===== config.mk =====
export PLATFORM = sky130hd
export DESIGN_NAME = dssw_core
export DESIGN_NICKNAME = d
export VERILOG_FILES = /design/src/verilog/dssw_pkg.sv /design/src/verilog/dssw_sync.sv /design/src/verilog/dssw_tick.sv /design/src/verilog/dssw_core.sv
export VERILOG_INCLUDE_DIRS = /design/src /design/src/verilog
export SDC_FILE = /design/constraint.sdc
export NUM_CORES = 1
export LEC_CHECK = 0
export BUFFER_PORTS_ARGS = -buffer_cell sky130_fd_sc_hd__buf_2
export CELL_PAD_IN_SITES_DETAIL_PLACEMENT = 0
export CELL_PAD_IN_SITES_GLOBAL_PLACEMENT = 1
export CORE_MARGIN = 1
export CORE_UTILIZATION = 37
export DETAILED_ROUTE_END_ITERATION = 10
export PLACE_DENSITY_LB_ADDON = 0.2
export SLEW_MARGIN = 15
export SYNTH_ARGS = -nofsm -noshare
export SYNTH_HDL_FRONTEND = slang
export SYNTH_HIERARCHICAL = 1
export SYNTH_SLANG_ARGS = --single-unit

===== constraint.sdc =====
create_clock -name clk_sys -period 2.4 [get_ports clk_sys]
set_input_delay 0.12 -clock clk_sys [delete_from_list [all_inputs] [get_ports clk_sys]]
set_output_delay 0.12 -clock clk_sys [all_outputs]
set_load 0.01 [all_outputs]

===== src/verilog/dssw_defines.svh =====
// constants for the drive state status word block
`ifndef DSSW_DEFINES_SVH
`define DSSW_DEFINES_SVH

// ========================================
// register map (byte offsets; word index is offset / 4)
`define DSSW_ADDR_STATUS 8'h00
`define DSSW_ADDR_COMMAND 8'h04
`define DSSW_ADDR_CONFIG 8'h08
`define DSSW_ADDR_TIMEOUT 8'h0C
`define DSSW_ADDR_FAULTS 8'h10

// ========================================
// status word bit positions
`define DSSW_BIT_RTSO 0
`define DSSW_BIT_SWON 1
`define DSSW_BIT_OPEN 2
`define DSSW_BIT_FAULT 3
`define DSSW_BIT_VOLT 4
`define DSSW_BIT_QSTOP 5
`define DSSW_BIT_SOD 6
`define DSSW_BIT_WARN 7

// ========================================
// command word bit positions
`define DSSW_CMD_SWON 0
`define DSSW_CMD_ENV 1
`define DSSW_CMD_QS 2
`define DSSW_CMD_ENOP 3
`define DSSW_CMD_FRST 7

// ========================================
// reset values and timing
`define DSSW_CMD_RESET 16'h0000
`define DSSW_CFG_RESET 16'h0000
`define DSSW_TIMEOUT_RESET 16'h0064
`define DSSW_TIMEOUT_UNIT_US 100
`define DSSW_CLK_NS 100
`define DSSW_TICK_CYCLES ((`DSSW_TIMEOUT_UNIT_US * 1000) / `DSSW_CLK_NS)
`define DSSW_STOP_CYCLES 16

`endif


===== src/verilog/dssw_pkg.sv =====
// types for the drive state status word block
`default_nettype none
package dssw_pkg;
	// drive operating states
	typedef enum logic [2:0] {
		DSSW_NOT_READY,
		DSSW_SW_DISABLED,
		DSSW_READY,
		DSSW_SWITCHED_ON,
		DSSW_OP_ENABLED,
		DSSW_QUICK_STOP,
		DSSW_FAULT_REACT,
		DSSW_FAULT
	} dssw_state_t;
endpackage : dssw_pkg
`default_nettype wire


===== src/verilog/dssw_sync.sv =====
// two flip-flop level synchroniser
`timescale 1ns/1ps
`default_nettype none
module dssw_sync (
	input wire logic clk_sys,
	input wire logic sys_rst,
	input wire logic asyncIn,
	output logic syncOut
);
	logic stage1;

	// ========================================
	// sync chain; stage1 feeds only syncOut
	always_ff @(posedge clk_sys) begin
		if (sys_rst) begin
			stage1 <= 1'b0;
			syncOut <= 1'b0;
		end else begin
			stage1 <= asyncIn;
			syncOut <= stage1;
		end
	end
endmodule : dssw_sync
`default_nettype wire


===== src/verilog/dssw_tick.sv =====
// divider giving a one-cycle enable pulse per timeout unit
`timescale 1ns/1ps
`default_nettype none
`include "dssw_defines.svh"
module dssw_tick (
	input wire logic clk_sys,
	input wire logic sys_rst,
	output logic tick
);
	localparam int unsigned CYC = `DSSW_TICK_CYCLES;
	logic [15:0] divCnt;

	// ========================================
	// free-running divider
	always_ff @(posedge clk_sys) begin
		if (sys_rst) begin
			divCnt <= 16'h0000;
			tick <= 1'b0;
		end else if (divCnt == 16'(CYC - 1)) begin
			divCnt <= 16'h0000;
			tick <= 1'b1;
		end else begin
			divCnt <= divCnt + 16'h0001;
			tick <= 1'b0;
		end
	end
endmodule : dssw_tick
`default_nettype wire


===== src/verilog/dssw_core.sv =====
// drive operating state machine, status word and power-up sequencing
// ========================================
`timescale 1ns/1ps
`default_nettype none
`include "dssw_defines.svh"
module dssw_core
	import dssw_pkg::*;
(
	input wire logic clk_sys,
	input wire logic sys_rst,
	input wire logic [7:0] regAddr,
	input wire logic [15:0] regWdata,
	input wire logic regWr,
	input wire logic regRd,
	output logic [15:0] regRdata,
	input wire logic powerStagePresent,
	input wire logic driveFaultIn,
	input wire logic driveWarnIn,
	input wire logic remoteIn,
	output logic mainsContactorClose,
	output logic [15:0] drive_status_word,
	output logic inputContactorError
);
	dssw_state_t state;
	dssw_state_t next_state;
	logic [15:0] cmdWord;
	logic [15:0] prevCmd;
	logic [15:0] cfgWord;
	logic [15:0] timeoutUnits;
	logic [15:0] waitCnt;
	logic [7:0] stopCnt;
	logic [7:0] reactCnt;
	logic faultFromQs;
	logic faultPend;
	logic supplySync;
	logic faultSync;
	logic tick;
	logic contactorMode;
	logic cmdWrite;
	logic fresetEdge;
	logic cShutdown, cSwitchOn, cEnableOp, cDisableV, cQuickStop;
	logic [15:0] next_status;

	// ========================================
	// pin synchronisers and timeout tick
	dssw_sync uSyncSupply (
		.clk_sys(clk_sys),
		.sys_rst(sys_rst),
		.asyncIn(powerStagePresent),
		.syncOut(supplySync)
	);
	dssw_sync uSyncFault (
		.clk_sys(clk_sys),
		.sys_rst(sys_rst),
		.asyncIn(driveFaultIn),
		.syncOut(faultSync)
	);
	dssw_tick uTick (
		.clk_sys(clk_sys),
		.sys_rst(sys_rst),
		.tick(tick)
	);

	// ========================================
	// register writes
	assign cmdWrite = regWr && (regAddr == `DSSW_ADDR_COMMAND);
	assign contactorMode = cfgWord[0];

	always_ff @(posedge clk_sys) begin
		if (sys_rst) begin
			cmdWord <= `DSSW_CMD_RESET;
			cfgWord <= `DSSW_CFG_RESET;
			timeoutUnits <= `DSSW_TIMEOUT_RESET;
		end else if (regWr) begin
			if (regAddr == `DSSW_ADDR_COMMAND) cmdWord <= regWdata;
			if (regAddr == `DSSW_ADDR_CONFIG) cfgWord <= regWdata;
			if (regAddr == `DSSW_ADDR_TIMEOUT) timeoutUnits <= regWdata;
		end
	end

	// previous command, for the fault-reset rising edge
	always_ff @(posedge clk_sys) begin
		if (sys_rst) prevCmd <= `DSSW_CMD_RESET;
		else if (cmdWrite) prevCmd <= cmdWord;
	end

	// ========================================
	// command decode; commands act on the cycle after a command write, except a stored enable operation in switched on
	logic cmdFresh;
	always_ff @(posedge clk_sys) begin
		if (sys_rst) cmdFresh <= 1'b0;
		else cmdFresh <= cmdWrite;
	end
	assign cDisableV = !cmdWord[`DSSW_CMD_ENV];
	assign cQuickStop = cmdWord[`DSSW_CMD_ENV] && !cmdWord[`DSSW_CMD_QS];
	assign cShutdown = cmdWord[`DSSW_CMD_ENV] && cmdWord[`DSSW_CMD_QS] && !cmdWord[`DSSW_CMD_SWON];
	assign cSwitchOn = cmdWord[`DSSW_CMD_ENV] && cmdWord[`DSSW_CMD_QS] && cmdWord[`DSSW_CMD_SWON];
	assign cEnableOp = cSwitchOn && cmdWord[`DSSW_CMD_ENOP];
	assign fresetEdge = cmdFresh && cmdWord[`DSSW_CMD_FRST] && !prevCmd[`DSSW_CMD_FRST];

	// ========================================
	// state transitions
	always_comb begin
		next_state = state;
		unique case (state)
			DSSW_NOT_READY: next_state = DSSW_SW_DISABLED;
			DSSW_SW_DISABLED: begin
				if (cmdFresh && cShutdown) next_state = DSSW_READY;
			end
			DSSW_READY: begin
				if (cmdFresh && cDisableV) next_state = DSSW_SW_DISABLED;
				else if (cmdFresh && cSwitchOn) next_state = DSSW_SWITCHED_ON;
			end
			DSSW_SWITCHED_ON: begin
				if (cmdFresh && cDisableV) next_state = DSSW_SW_DISABLED;
				else if (cmdFresh && cShutdown) next_state = DSSW_READY;
				else if (cEnableOp && supplySync) next_state = DSSW_OP_ENABLED;
			end
			DSSW_OP_ENABLED: begin
				if (cmdFresh && cDisableV) next_state = DSSW_SW_DISABLED;
				else if (cmdFresh && cQuickStop) next_state = DSSW_QUICK_STOP;
				else if (cmdFresh && cShutdown) next_state = DSSW_READY;
				else if (cmdFresh && cSwitchOn && !cEnableOp) next_state = DSSW_SWITCHED_ON;
			end
			DSSW_QUICK_STOP: begin
				if (stopCnt == 8'(`DSSW_STOP_CYCLES) || (cmdFresh && cDisableV))
					next_state = DSSW_SW_DISABLED;
			end
			DSSW_FAULT_REACT: begin
				if (reactCnt == 8'(`DSSW_STOP_CYCLES)) next_state = DSSW_FAULT;
			end
			DSSW_FAULT: begin
				if (fresetEdge && !faultSync) next_state = DSSW_SW_DISABLED;
			end
		endcase
		// faults preempt every state except an existing fault
		if (faultPend && state != DSSW_FAULT_REACT && state != DSSW_FAULT)
			next_state = DSSW_FAULT_REACT;
	end

	always_ff @(posedge clk_sys) begin
		if (sys_rst) state <= DSSW_NOT_READY;
		else state <= next_state;
	end

	// ========================================
	// stop and fault-reaction timers
	always_ff @(posedge clk_sys) begin
		if (sys_rst) begin
			stopCnt <= 8'h00;
			reactCnt <= 8'h00;
		end else begin
			stopCnt <= (state == DSSW_QUICK_STOP) ? stopCnt + 8'h01 : 8'h00;
			reactCnt <= (state == DSSW_FAULT_REACT) ? reactCnt + 8'h01 : 8'h00;
		end
	end

	// remember whether the fault came out of quick stop
	always_ff @(posedge clk_sys) begin
		if (sys_rst) faultFromQs <= 1'b0;
		else if (next_state == DSSW_FAULT_REACT && state != DSSW_FAULT_REACT)
			faultFromQs <= (state == DSSW_QUICK_STOP);
		else if (next_state == DSSW_SW_DISABLED) faultFromQs <= 1'b0;
	end

	// ========================================
	// supply timeout in switched on
	// counter saturates so a long wait cannot wrap back under the limit
	always_ff @(posedge clk_sys) begin
		if (sys_rst) waitCnt <= 16'h0000;
		else if (state != DSSW_SWITCHED_ON || supplySync) waitCnt <= 16'h0000;
		else if (tick && waitCnt != 16'hFFFF) waitCnt <= waitCnt + 16'h0001;
	end

	// error is sticky until fault reset; set wins over clear
	always_ff @(posedge clk_sys) begin
		if (sys_rst) inputContactorError <= 1'b0;
		else if (state == DSSW_SWITCHED_ON && !supplySync && waitCnt >= timeoutUnits)
			inputContactorError <= 1'b1;
		else if (fresetEdge) inputContactorError <= 1'b0;
	end

	assign faultPend = faultSync || (inputContactorError && state != DSSW_FAULT);

	// ========================================
	// mains contactor: open until switch-on is commanded
	always_ff @(posedge clk_sys) begin
		if (sys_rst) mainsContactorClose <= 1'b0;
		else if (!contactorMode) mainsContactorClose <= 1'b0;
		else if (state == DSSW_READY && cmdFresh && cSwitchOn)
			mainsContactorClose <= 1'b1;
		else if (next_state == DSSW_SW_DISABLED || next_state == DSSW_READY
			|| next_state == DSSW_FAULT || next_state == DSSW_NOT_READY)
			mainsContactorClose <= 1'b0;
	end

	// ========================================
	// status word
	always_comb begin
		next_status = 16'h0000;
		next_status[`DSSW_BIT_VOLT] = supplySync;
		next_status[`DSSW_BIT_WARN] = driveWarnIn;
		next_status[9] = remoteIn;
		next_status[`DSSW_BIT_QSTOP] = 1'b1;
		unique case (state)
			DSSW_NOT_READY: next_status[`DSSW_BIT_QSTOP] = 1'b0;
			DSSW_SW_DISABLED: begin
				next_status[`DSSW_BIT_SOD] = 1'b1;
				next_status[`DSSW_BIT_QSTOP] = 1'b0;
			end
			DSSW_READY: next_status[`DSSW_BIT_RTSO] = 1'b1;
			DSSW_SWITCHED_ON: next_status[1:0] = 2'b11;
			DSSW_OP_ENABLED: next_status[2:0] = 3'b111;
			DSSW_QUICK_STOP: begin
				next_status[2:0] = 3'b111;
				next_status[`DSSW_BIT_QSTOP] = 1'b0;
			end
			DSSW_FAULT_REACT: begin
				next_status[3:0] = 4'b1111;
				next_status[`DSSW_BIT_QSTOP] = !faultFromQs;
			end
			DSSW_FAULT: begin
				next_status[`DSSW_BIT_FAULT] = 1'b1;
				next_status[`DSSW_BIT_QSTOP] = faultFromQs;
			end
		endcase
	end

	// no wait on the supply bit: registered once after the synchroniser
	always_ff @(posedge clk_sys) begin
		if (sys_rst) drive_status_word <= 16'h0000;
		else drive_status_word <= next_status;
	end

	// ========================================
	// register reads, one cycle later; unmapped reads return zero
	always_ff @(posedge clk_sys) begin
		if (sys_rst) regRdata <= 16'h0000;
		else if (regRd) begin
			unique case (regAddr)
				`DSSW_ADDR_STATUS: regRdata <= drive_status_word;
				`DSSW_ADDR_COMMAND: regRdata <= cmdWord;
				`DSSW_ADDR_CONFIG: regRdata <= cfgWord;
				`DSSW_ADDR_TIMEOUT: regRdata <= timeoutUnits;
				`DSSW_ADDR_FAULTS: regRdata <= {13'h0000, faultFromQs, faultSync, inputContactorError};
				default: regRdata <= 16'h0000;
			endcase
		end else regRdata <= 16'h0000;
	end

	// ========================================
	// assertions
	a_reserved_zero: assert property (@(posedge clk_sys) disable iff (sys_rst)
		drive_status_word[8] == 1'b0 && drive_status_word[13:12] == 2'b00)
		else $error("reserved status bits not zero");
	a_masked_ready: assert property (@(posedge clk_sys) disable iff (sys_rst)
		(state == DSSW_READY) |=> (drive_status_word & 16'h006F) == 16'h0021)
		else $error("ready masked value wrong");
	a_masked_swon: assert property (@(posedge clk_sys) disable iff (sys_rst)
		(state == DSSW_SWITCHED_ON) |=> (drive_status_word & 16'h006F) == 16'h0023)
		else $error("switched on masked value wrong");
	a_masked_openable: assert property (@(posedge clk_sys) disable iff (sys_rst)
		(state == DSSW_OP_ENABLED) |=> (drive_status_word & 16'h006F) == 16'h0027)
		else $error("operation enabled masked value wrong");
	a_masked_qstop: assert property (@(posedge clk_sys) disable iff (sys_rst)
		(state == DSSW_QUICK_STOP) |=> (drive_status_word & 16'h006F) == 16'h0007)
		else $error("quick stop masked value wrong");
	a_fault_value: assert property (@(posedge clk_sys) disable iff (sys_rst)
		(state == DSSW_FAULT) |=> ((drive_status_word & 16'h006F) == 16'h0008
		|| (drive_status_word & 16'h006F) == 16'h0028))
		else $error("fault masked value wrong");
	a_ready_voltage: assert property (@(posedge clk_sys) disable iff (sys_rst)
		(state == DSSW_READY && $stable(state)) |=> drive_status_word[7:0] ==
		(8'h21 | {3'b000, $past(supplySync), 4'h0} | {$past(driveWarnIn), 7'h00}))
		else $error("ready status byte wrong");
	a_voltage_follow: assert property (@(posedge clk_sys) disable iff (sys_rst)
		1'b1 |=> drive_status_word[4] == $past(supplySync))
		else $error("voltage bit lags supply");
	a_contactor_mode: assert property (@(posedge clk_sys) disable iff (sys_rst)
		!contactorMode |=> !mainsContactorClose)
		else $error("contactor closed outside contactor mode");
	a_contactor_close: assert property (@(posedge clk_sys) disable iff (sys_rst)
		(contactorMode && state == DSSW_READY && cmdFresh && cSwitchOn && !faultPend)
		|=> mainsContactorClose)
		else $error("switch on did not close contactor");
	a_direct_enable: assert property (@(posedge clk_sys) disable iff (sys_rst)
		(state == DSSW_READY && cmdFresh && cEnableOp && supplySync && !faultPend)
		|=> state == DSSW_SWITCHED_ON ##1 state == DSSW_OP_ENABLED)
		else $error("enable operation not taken from ready");
	a_timeout_err: assert property (@(posedge clk_sys) disable iff (sys_rst)
		(state == DSSW_SWITCHED_ON && !supplySync && waitCnt >= timeoutUnits)
		|=> inputContactorError)
		else $error("contactor error not raised");
	a_shutdown_nosup: assert property (@(posedge clk_sys) disable iff (sys_rst)
		(state == DSSW_SW_DISABLED && cmdFresh && cShutdown && !faultPend)
		|=> state == DSSW_READY)
		else $error("shutdown did not reach ready");
	a_swdis_value: assert property (@(posedge clk_sys) disable iff (sys_rst)
		(state == DSSW_SW_DISABLED) |=> (drive_status_word & 16'h006F) == 16'h0040)
		else $error("switch on disabled masked value wrong");
	a_not_ready_zero: assert property (@(posedge clk_sys) disable iff (sys_rst)
		(state == DSSW_NOT_READY) |=> (drive_status_word & 16'h004F) == 16'h0000)
		else $error("not ready status bits not zero");
	a_react_bits: assert property (@(posedge clk_sys) disable iff (sys_rst)
		(state == DSSW_FAULT_REACT) |=> drive_status_word[3:0] == 4'b1111
		&& drive_status_word[6] == 1'b0)
		else $error("fault reaction status bits wrong");
	a_swon_direct: assert property (@(posedge clk_sys) disable iff (sys_rst)
		(state == DSSW_SWITCHED_ON && !cmdFresh && cEnableOp && supplySync && !faultPend)
		|=> state == DSSW_OP_ENABLED)
		else $error("stored enable operation not taken");
	a_error_sticky: assert property (@(posedge clk_sys) disable iff (sys_rst)
		(inputContactorError && !fresetEdge) |=> inputContactorError)
		else $error("contactor error cleared without fault reset");
	a_contactor_open: assert property (@(posedge clk_sys) disable iff (sys_rst)
		(state == DSSW_SW_DISABLED) |=> !mainsContactorClose)
		else $error("contactor closed in switch on disabled");

	// main paths the scenarios should reach
	c_reach_op: cover property (@(posedge clk_sys) state == DSSW_OP_ENABLED);
	c_ready_supply: cover property (@(posedge clk_sys) state == DSSW_READY && supplySync);
	c_qs_fault: cover property (@(posedge clk_sys) state == DSSW_FAULT && faultFromQs);
	c_timeout: cover property (@(posedge clk_sys) $rose(inputContactorError));
	c_contactor: cover property (@(posedge clk_sys) $rose(mainsContactorClose));
endmodule : dssw_core
`default_nettype wire


Yosys cells after proc, flatten, opt, wreduce, memory -nomap -nowiden
Cells that the tools add are included.
Word-level totals
  register bits after elaboration: 148
  logic and storage cells: 139
  bits of input ports: 32
  output and inout port bits: 34
Operators by class
  muxes and demuxes: 29
  add/sub/neg operators: 4
  bitwise logic cells: 4
  reductions and logical operators: 58
  eq/ne operators: 22
  order comparisons: 1
Operators with widths (number)
  case mux 16 bit (5 select lines): 1
  two-way mux 3 bit: 14
  adder 16 x 1 -> 16 bit, second input constant: 2
  == test 8 x 5 -> 1 bit, second input constant: 3
  logical AND 1 bit: 24
  case mux 3 bit (8 select lines): 1
  == test 3 bit, second input constant: 6
  adder 8 x 1 -> 8 bit, second input constant: 2
  == test 16 x 10 -> 1 bit, second input constant: 1
  == test 8 x 4 -> 1 bit, second input constant: 2
  greater-or-equal comparator 16 bit: 1
  != test 16 bit, second input constant: 1
  OR reduction 2 bit: 7
  two-way mux 1 bit: 12
  == test 3 x 2 -> 1 bit, second input constant: 3
  == test 8 x 3 -> 1 bit, second input constant: 1
  zero test 1 bit: 8
  zero test 8 bit: 1
  == test 3 x 1 -> 1 bit, second input constant: 2
  zero test 3 bit: 2
  logical OR 1 bit: 6
  != test 3 bit, second input constant: 2
  AND reduction 2 bit: 3
  nonzero test 2 bit: 3
  other kinds (6): 10

Logic depth before layout (Yosys ltp)
  depth after elaboration: 17
  gate-level depth with buffers: 9

Modules after synthesis
Netlist, hierarchy kept.
By module, submodules not included
  dssw_core: sequential area each 2262.2 µm², cells an instance 610, area an instance 5062.4 µm², times used 1
  dssw_tick: sequential area each 340.3 µm², cells an instance 84, area an instance 748.2 µm², times used 1
  dssw_sync: sequential area each 40.0 µm², cells an instance 4, area an instance 52.6 µm², times used 2

Least setup slack after synthesis
No wires, ideal clock.
  path type: register -> register
  from: register waitCnt[7]
  to: register waitCnt[3]
  slack: 0.671 ns
  period minus slack after synthesis: 1.729 ns
  setup time: 0.128 ns
  buffers on the path: 2
  cell stages (with the launch flop): 10
  required time: 2.272 ns
  arrival: 1.602 ns
  cell sequence: dfxtp_1 -> and4_1 -> and3_1 -> clkbuf_1 -> nand3_1 -> and2_1 -> clkbuf_1 -> nand4_1 -> xor2_1 -> nor2_1
Between the ends
  longest elaborated chain between the ends: 2
Ends and longest elaborated chain
  start: declaration: RTL line dssw_core.sv:30  | logic [15:0] waitCnt;
  start signal: assignment: RTL line dssw_core.sv:172  | else if (tick && waitCnt != 16'hFFFF) waitCnt <= waitCnt + 16'h0001;
  != test 16 bit: RTL line dssw_core.sv:172
  logical AND 1 bit: RTL line dssw_core.sv:172
No other way between the ends.
A chain may end at the register's enable or synchronous reset.

Final worst setup path
  from: register state[0]
  to: register mainsContactorClose
Between the ends
  longest elaborated chain between the ends: 11
  elaborated cells between the ends (all ways): 40
  those cells by class: eq/ne: 12; mux: 16; reduce/logical: 12
Ends and longest elaborated chain
  start: declaration: RTL line dssw_core.sv:24  | dssw_state_t state;
  start signal: assignment: RTL line dssw_core.sv:143  | else state <= next_state;
  two-way mux 3 bit or != test 3 bit (tied branches): RTL line dssw_core.sv:123, dssw_core.sv:137, dssw_core.sv:183
  two-way mux 3 bit or logical AND 1 bit (tied branches): RTL line dssw_core.sv:122, dssw_core.sv:183
  two-way mux 3 bit or logical OR 1 bit (tied branches): RTL line dssw_core.sv:121, dssw_core.sv:183
  two-way mux 3 bit or logical AND 1 bit (tied branches): RTL line dssw_core.sv:120, dssw_core.sv:137
  case mux 3 bit (8 select lines) or logical AND 1 bit (tied branches): RTL line dssw_core.sv:105, dssw_core.sv:137
  two-way mux 3 bit: RTL line dssw_core.sv:137  | if (faultPend && state != DSSW_FAULT_REACT && state != DSSW_FAULT)
  == test 3 x 1 -> 1 bit or == test 3 x 2 -> 1 bit (tied branches): RTL line dssw_core.sv:192  | else if (next_state == DSSW_SW_DISABLED || next_state == DSSW_READY
  logical OR 1 bit: RTL line dssw_core.sv:192
  logical OR 1 bit (2 in a row): RTL line dssw_core.sv:193  | || next_state == DSSW_FAULT || next_state == DSSW_NOT_READY)
  nonzero test 2 bit (no source line)
  end signal: assignment: RTL line dssw_core.sv:189  | else if (!contactorMode) mainsContactorClose <= 1'b0;
  end signal: assignment: RTL line dssw_core.sv:191  | mainsContactorClose <= 1'b1;
  end signal: assignment: RTL line dssw_core.sv:194  | mainsContactorClose <= 1'b0;
  end: declaration: RTL line dssw_core.sv:20  | output logic mainsContactorClose,
Several ways; a longest one is shown, not always the timed one.

==> parameters.txt <==
Parameter                              Value

Logic synthesis
  Part of the Yosys area used for sequential elements    45.3%
  Mapped cell area    5920 um^2
  Main combinational cell family by area after synthesis    simple AND/OR/NAND/NOR gates
  Fraction of registers with async set or reset after synthesis    0%
  Area contributors post-synth    dfxtp_1 (45%), nand2_1 (7.0%), a21oi_1 (6.3%)
  Xor and xnor fraction of the mapped netlist area    5.33%
  Syn Inst Count    702
  Ys flop type    dfxtp_1
  Area share of and/or/nand/nor cells after synthesis    25.5%
  Post-synthesis compound-gate area fraction    13.3%
  Netlist cell types    55
  Warnings from Yosys    6
  #FFs+latches synth    134
  Yosys top cell area share    45.3%
  Average cell area after synthesis    8.43 um^2
  Adder and majority gate portion of the synthesized area    4.65%
  Largest area contributor in the netlist    dfxtp_1
  Mux cell area share after synthesis    0.338%
  Number of enable-type register cells in the synthesized netlist    0

Finish
  Fraction of layout cells with a size suffix above 1    14.1%
  Multi-input gate area in the final layout    2930 um^2
  Sequential Area    2680 um^2
  Diode count    0
  Post-route cell area    7220 um^2
  Most common cell after layout, fill and taps aside    dfxtp_1
  Number of fill cells in the layout    1,535
  Commonest non-fill, non-tap cells in the layout    dfxtp_1 (134), nand2_1 (111), a21oi_1 (74)
  Number of nets in the layout    834
  Area added between synthesis and finish    22.0%

Timing
  Maximum achievable frequency    464 MHz
  Transition at the pin with the smallest max-transition slack    0.658 ns
  Final hold viol count    0
  Crit share post-route    89.8%
  Final TNS setup    0 ns
  Fin Clk Skew    0.00754 ns
  Min Tclk post-route    2.15 ns
  Slew HR    56.0%
  Unrepaired setup endpoints after global routing    no
  Setup slack of the critical path after layout    0.245 ns
  Number of max-slew violations in the final report    0
  Total setup violations reported at the end of the flow    0

Job
  Maximum Capacitance Violations    0

Die
  Rows    45
  Die outline width    128 um
  I/O pins    66
  Core box area    15,400 um^2
  Effective utilization at floorplan    38.3%
  Die H    128 um
  Area of the die    16,500 um^2

Place
  Placed Instance Area    6410 um^2
  Place WS    0.287 ns
  Gpl congestion    0.853
  Post-detail-place hpwl    10.3 mm
  Input/output buffers    58

Power
  Power per cell area    714 nW/um^2
  Cell internal power dissipation    4.03 mW
  Proportion of power drawn by flip-flops and latches    44.2%
  Lkg Pwr    2.63 nW
  Max rail drop VDD    0.000441 V
  Switching part of the total power    21.7%
  Switching pwr    1.12 mW
  Clk network pwr share    51.5%
  Comb pwr share    4.3%

Routing
  Drt first pass iters    11
  Iter 0 DRT Violations    439
  Wire length reported by the detailed router    14.7 mm
  Post-detailed-route via-to-cell ratio    5.06
  DRC errors left    1
  Antenna Nets Post-Route    0
  Routed wire per std cell    14.6 um
  Vias post-DR    5,078

Clocking
  Post-CTS Resized    0
  Clock edge transition at the registers on the reported setup and hold paths    0.06 ns
  TritonCTS buffer count    17
  Root buffer cell    clkbuf_16
  Number of buffers between clock root and the deepest sink    2
  Htree depth    4
  Clock latency at the later pin of the worst-skew pair    0.41 ns
  Clk sinks    134
  TritonCTS clock tree    built

GRT
  Maximum number of pins on one net before global-route repair    58
  Global Route met2 Usage    32.3%
  Antenna violations before repair    0
  Total congestion overflow    0
  Via count of the first global-routing pass    4,880
  GRT met1 Usage    23.7%
  Met3 GRT Util    4.95%
  Global router's overall resource usage    19.0%
  First-pass GRT wire length    24.5 mm
  Layer carrying the most global-route usage    met2

Status
  Violations in the final reports    DRC
  Result of the run    finished with violations

Critical path
  Launching element type of the critical path    register
  R2r endpoint    mainsContactorClose
  Max stage delay on crit path    0.61 ns
  Reg2reg path depth    7
  Series of cell instances along the critical path    inv_1 -> o31a_1 -> o21bai_1 -> a32o_1 -> nor2_1 -> mux2i_1 -> a31o_2
  Kind of cell adding the most delay to the critical path    compound AO/OA/AOI/OAI gates
  Setup slack of the most critical reg-to-reg path    0.25 ns
  Worst endpoint required time    2.70 ns
  Critical path type    register to register
  Slowest cell on the critical path    dfxtp_1
  Worst Setup End Kind    register
  Bufs and invs on worst path    1
  Worst r2r src    state[0]
  Worst-path maximum fanout    14
  Arrival time at the worst endpoint    2.46 ns

Min path
  Cell depth of the worst hold path    2
  Hold Path Sink    state[1]
  HP Start    sys_rst
  Worst hold-check path type    primary input to register
[per-stage QoR]
| stage | total power [mW] | utilization [%] | std cells | hold WS [ns] |
|---|---|---|---|---|
| 6_report | 5.15 | 46.8 | 1004 | 0.0339 |
| 5_1_grt | 5.36 | 46.8 | 1004 | 0.0250 |
| 4_1_cts | 5.23 | 46.8 | 1004 | 0.0220 |
| 3_5_place_dp | 2.52 | 41.5 | 952 | 0.336 |
| 3_3_place_gp | 2.52 | 41.5 | 952 | 0.327 |
| 2_1_floorplan | 2.44 | - | 708 | 0.192 |
[worst reg2reg max path: stages (launching register included)]
cell and delay (ns):
dfxtp_1 0.61, inv_1 0.19, o31a_1 0.34, o21bai_1 0.16, a32o_1 0.23, nor2_1 0.18, mux2i_1 0.10, a31o_2 0.24
[power by group through the flow]
| stage | logic [mW] | registers [mW] | clock network, mW |
|---|---|---|---|
| finish | 0.221 | 2.28 | 2.66 |
| floorplan | 0.128 | 2.31 | 0 |
| global route | 0.243 | 2.28 | 2.84 |
| detailed placement | 0.195 | 2.33 | 0 |
| CTS | 0.221 | 2.28 | 2.73 |
| global placement | 0.195 | 2.33 | 0 |
[cells by family after synthesis]
group,count (synthesis)
AOI/OAI and AO/OA,127
xor gates and xnor gates,36
adders and majority gates,22
buffers and inverters,71
DFF,134
muxes,2
other,1
and+or+nand+nor,309
[synth_stat cells, types with 3 or more instances]
library cell  count
dfxtp_1         134
nand2_1         111
a21oi_1          74
nor2_1           73
nand3_1          34
inv_1            32
clkbuf_1         22
ha_1             22
xnor2_1          19
xor2_1           17
a222oi_1         16
nor2b_1          14
o21ai_0          14
and3_1           13
nand4_1          13
nor3_1            9
buf_4             8
buf_2             6
nand2b_1          5
nor4_1            5
or3_1             5
and2_1            4
nand3b_1          4
or4_1             4
a211o_1           3
a22oi_1           3
a311oi_1          3
or4_4             3
[metal layers]
metal / vias to the layer above / routed length (um) / part of all wire (%)
met5: - / 0 / 0
met4: 0 / 118 / 0.80
met3: 9 / 664 / 4.5
met2: 117 / 7090 / 48
met1: 2373 / 6830 / 46
li1: 2579 / - / -
[worst max-delay path by stage]
stage / from / to / slack, ns / cells after the start
2_1_floorplan: waitCnt[7] / waitCnt[3] / 0.67 / 9
3_3_place_gp: state[0] / mainsContactorClose / 0.37 / 7
3_5_place_dp: state[0] / mainsContactorClose / 0.29 / 7
4_1_cts: state[0] / mainsContactorClose / 0.28 / 7
5_1_grt: state[0] / mainsContactorClose / 0.07 / 7
6_report: state[0] / mainsContactorClose / 0.25 / 7
[final cells by class]
class,instances,area share (%)
Timing Repair Buffer,92,8.42
Tap cell,211,3.66
Clock buffer,21,6.38
Multi-Input combinational cell,503,40.6
Inverter,32,1.66
Clock inverter,11,2.06
Sequential cell,134,37.2
[state kept, by name, summed over array words and instances, names as in the netlist, 3 cells and up]
name / count
uTick/divCnt: 16
timeoutUnits: 16
cfgWord: 16
stopCnt: 8
waitCnt: 16
drive_status_word: 9
state: 3
reactCnt: 8
regRdata: 16
cmdWord: 16
[timing repair]
action / in CTS / in global routing
hold endpoints to repair: 48 / 0
hold buffers: 20 / 0
setup buffers: 0 / 0
(Power assumes the default switching activity.)
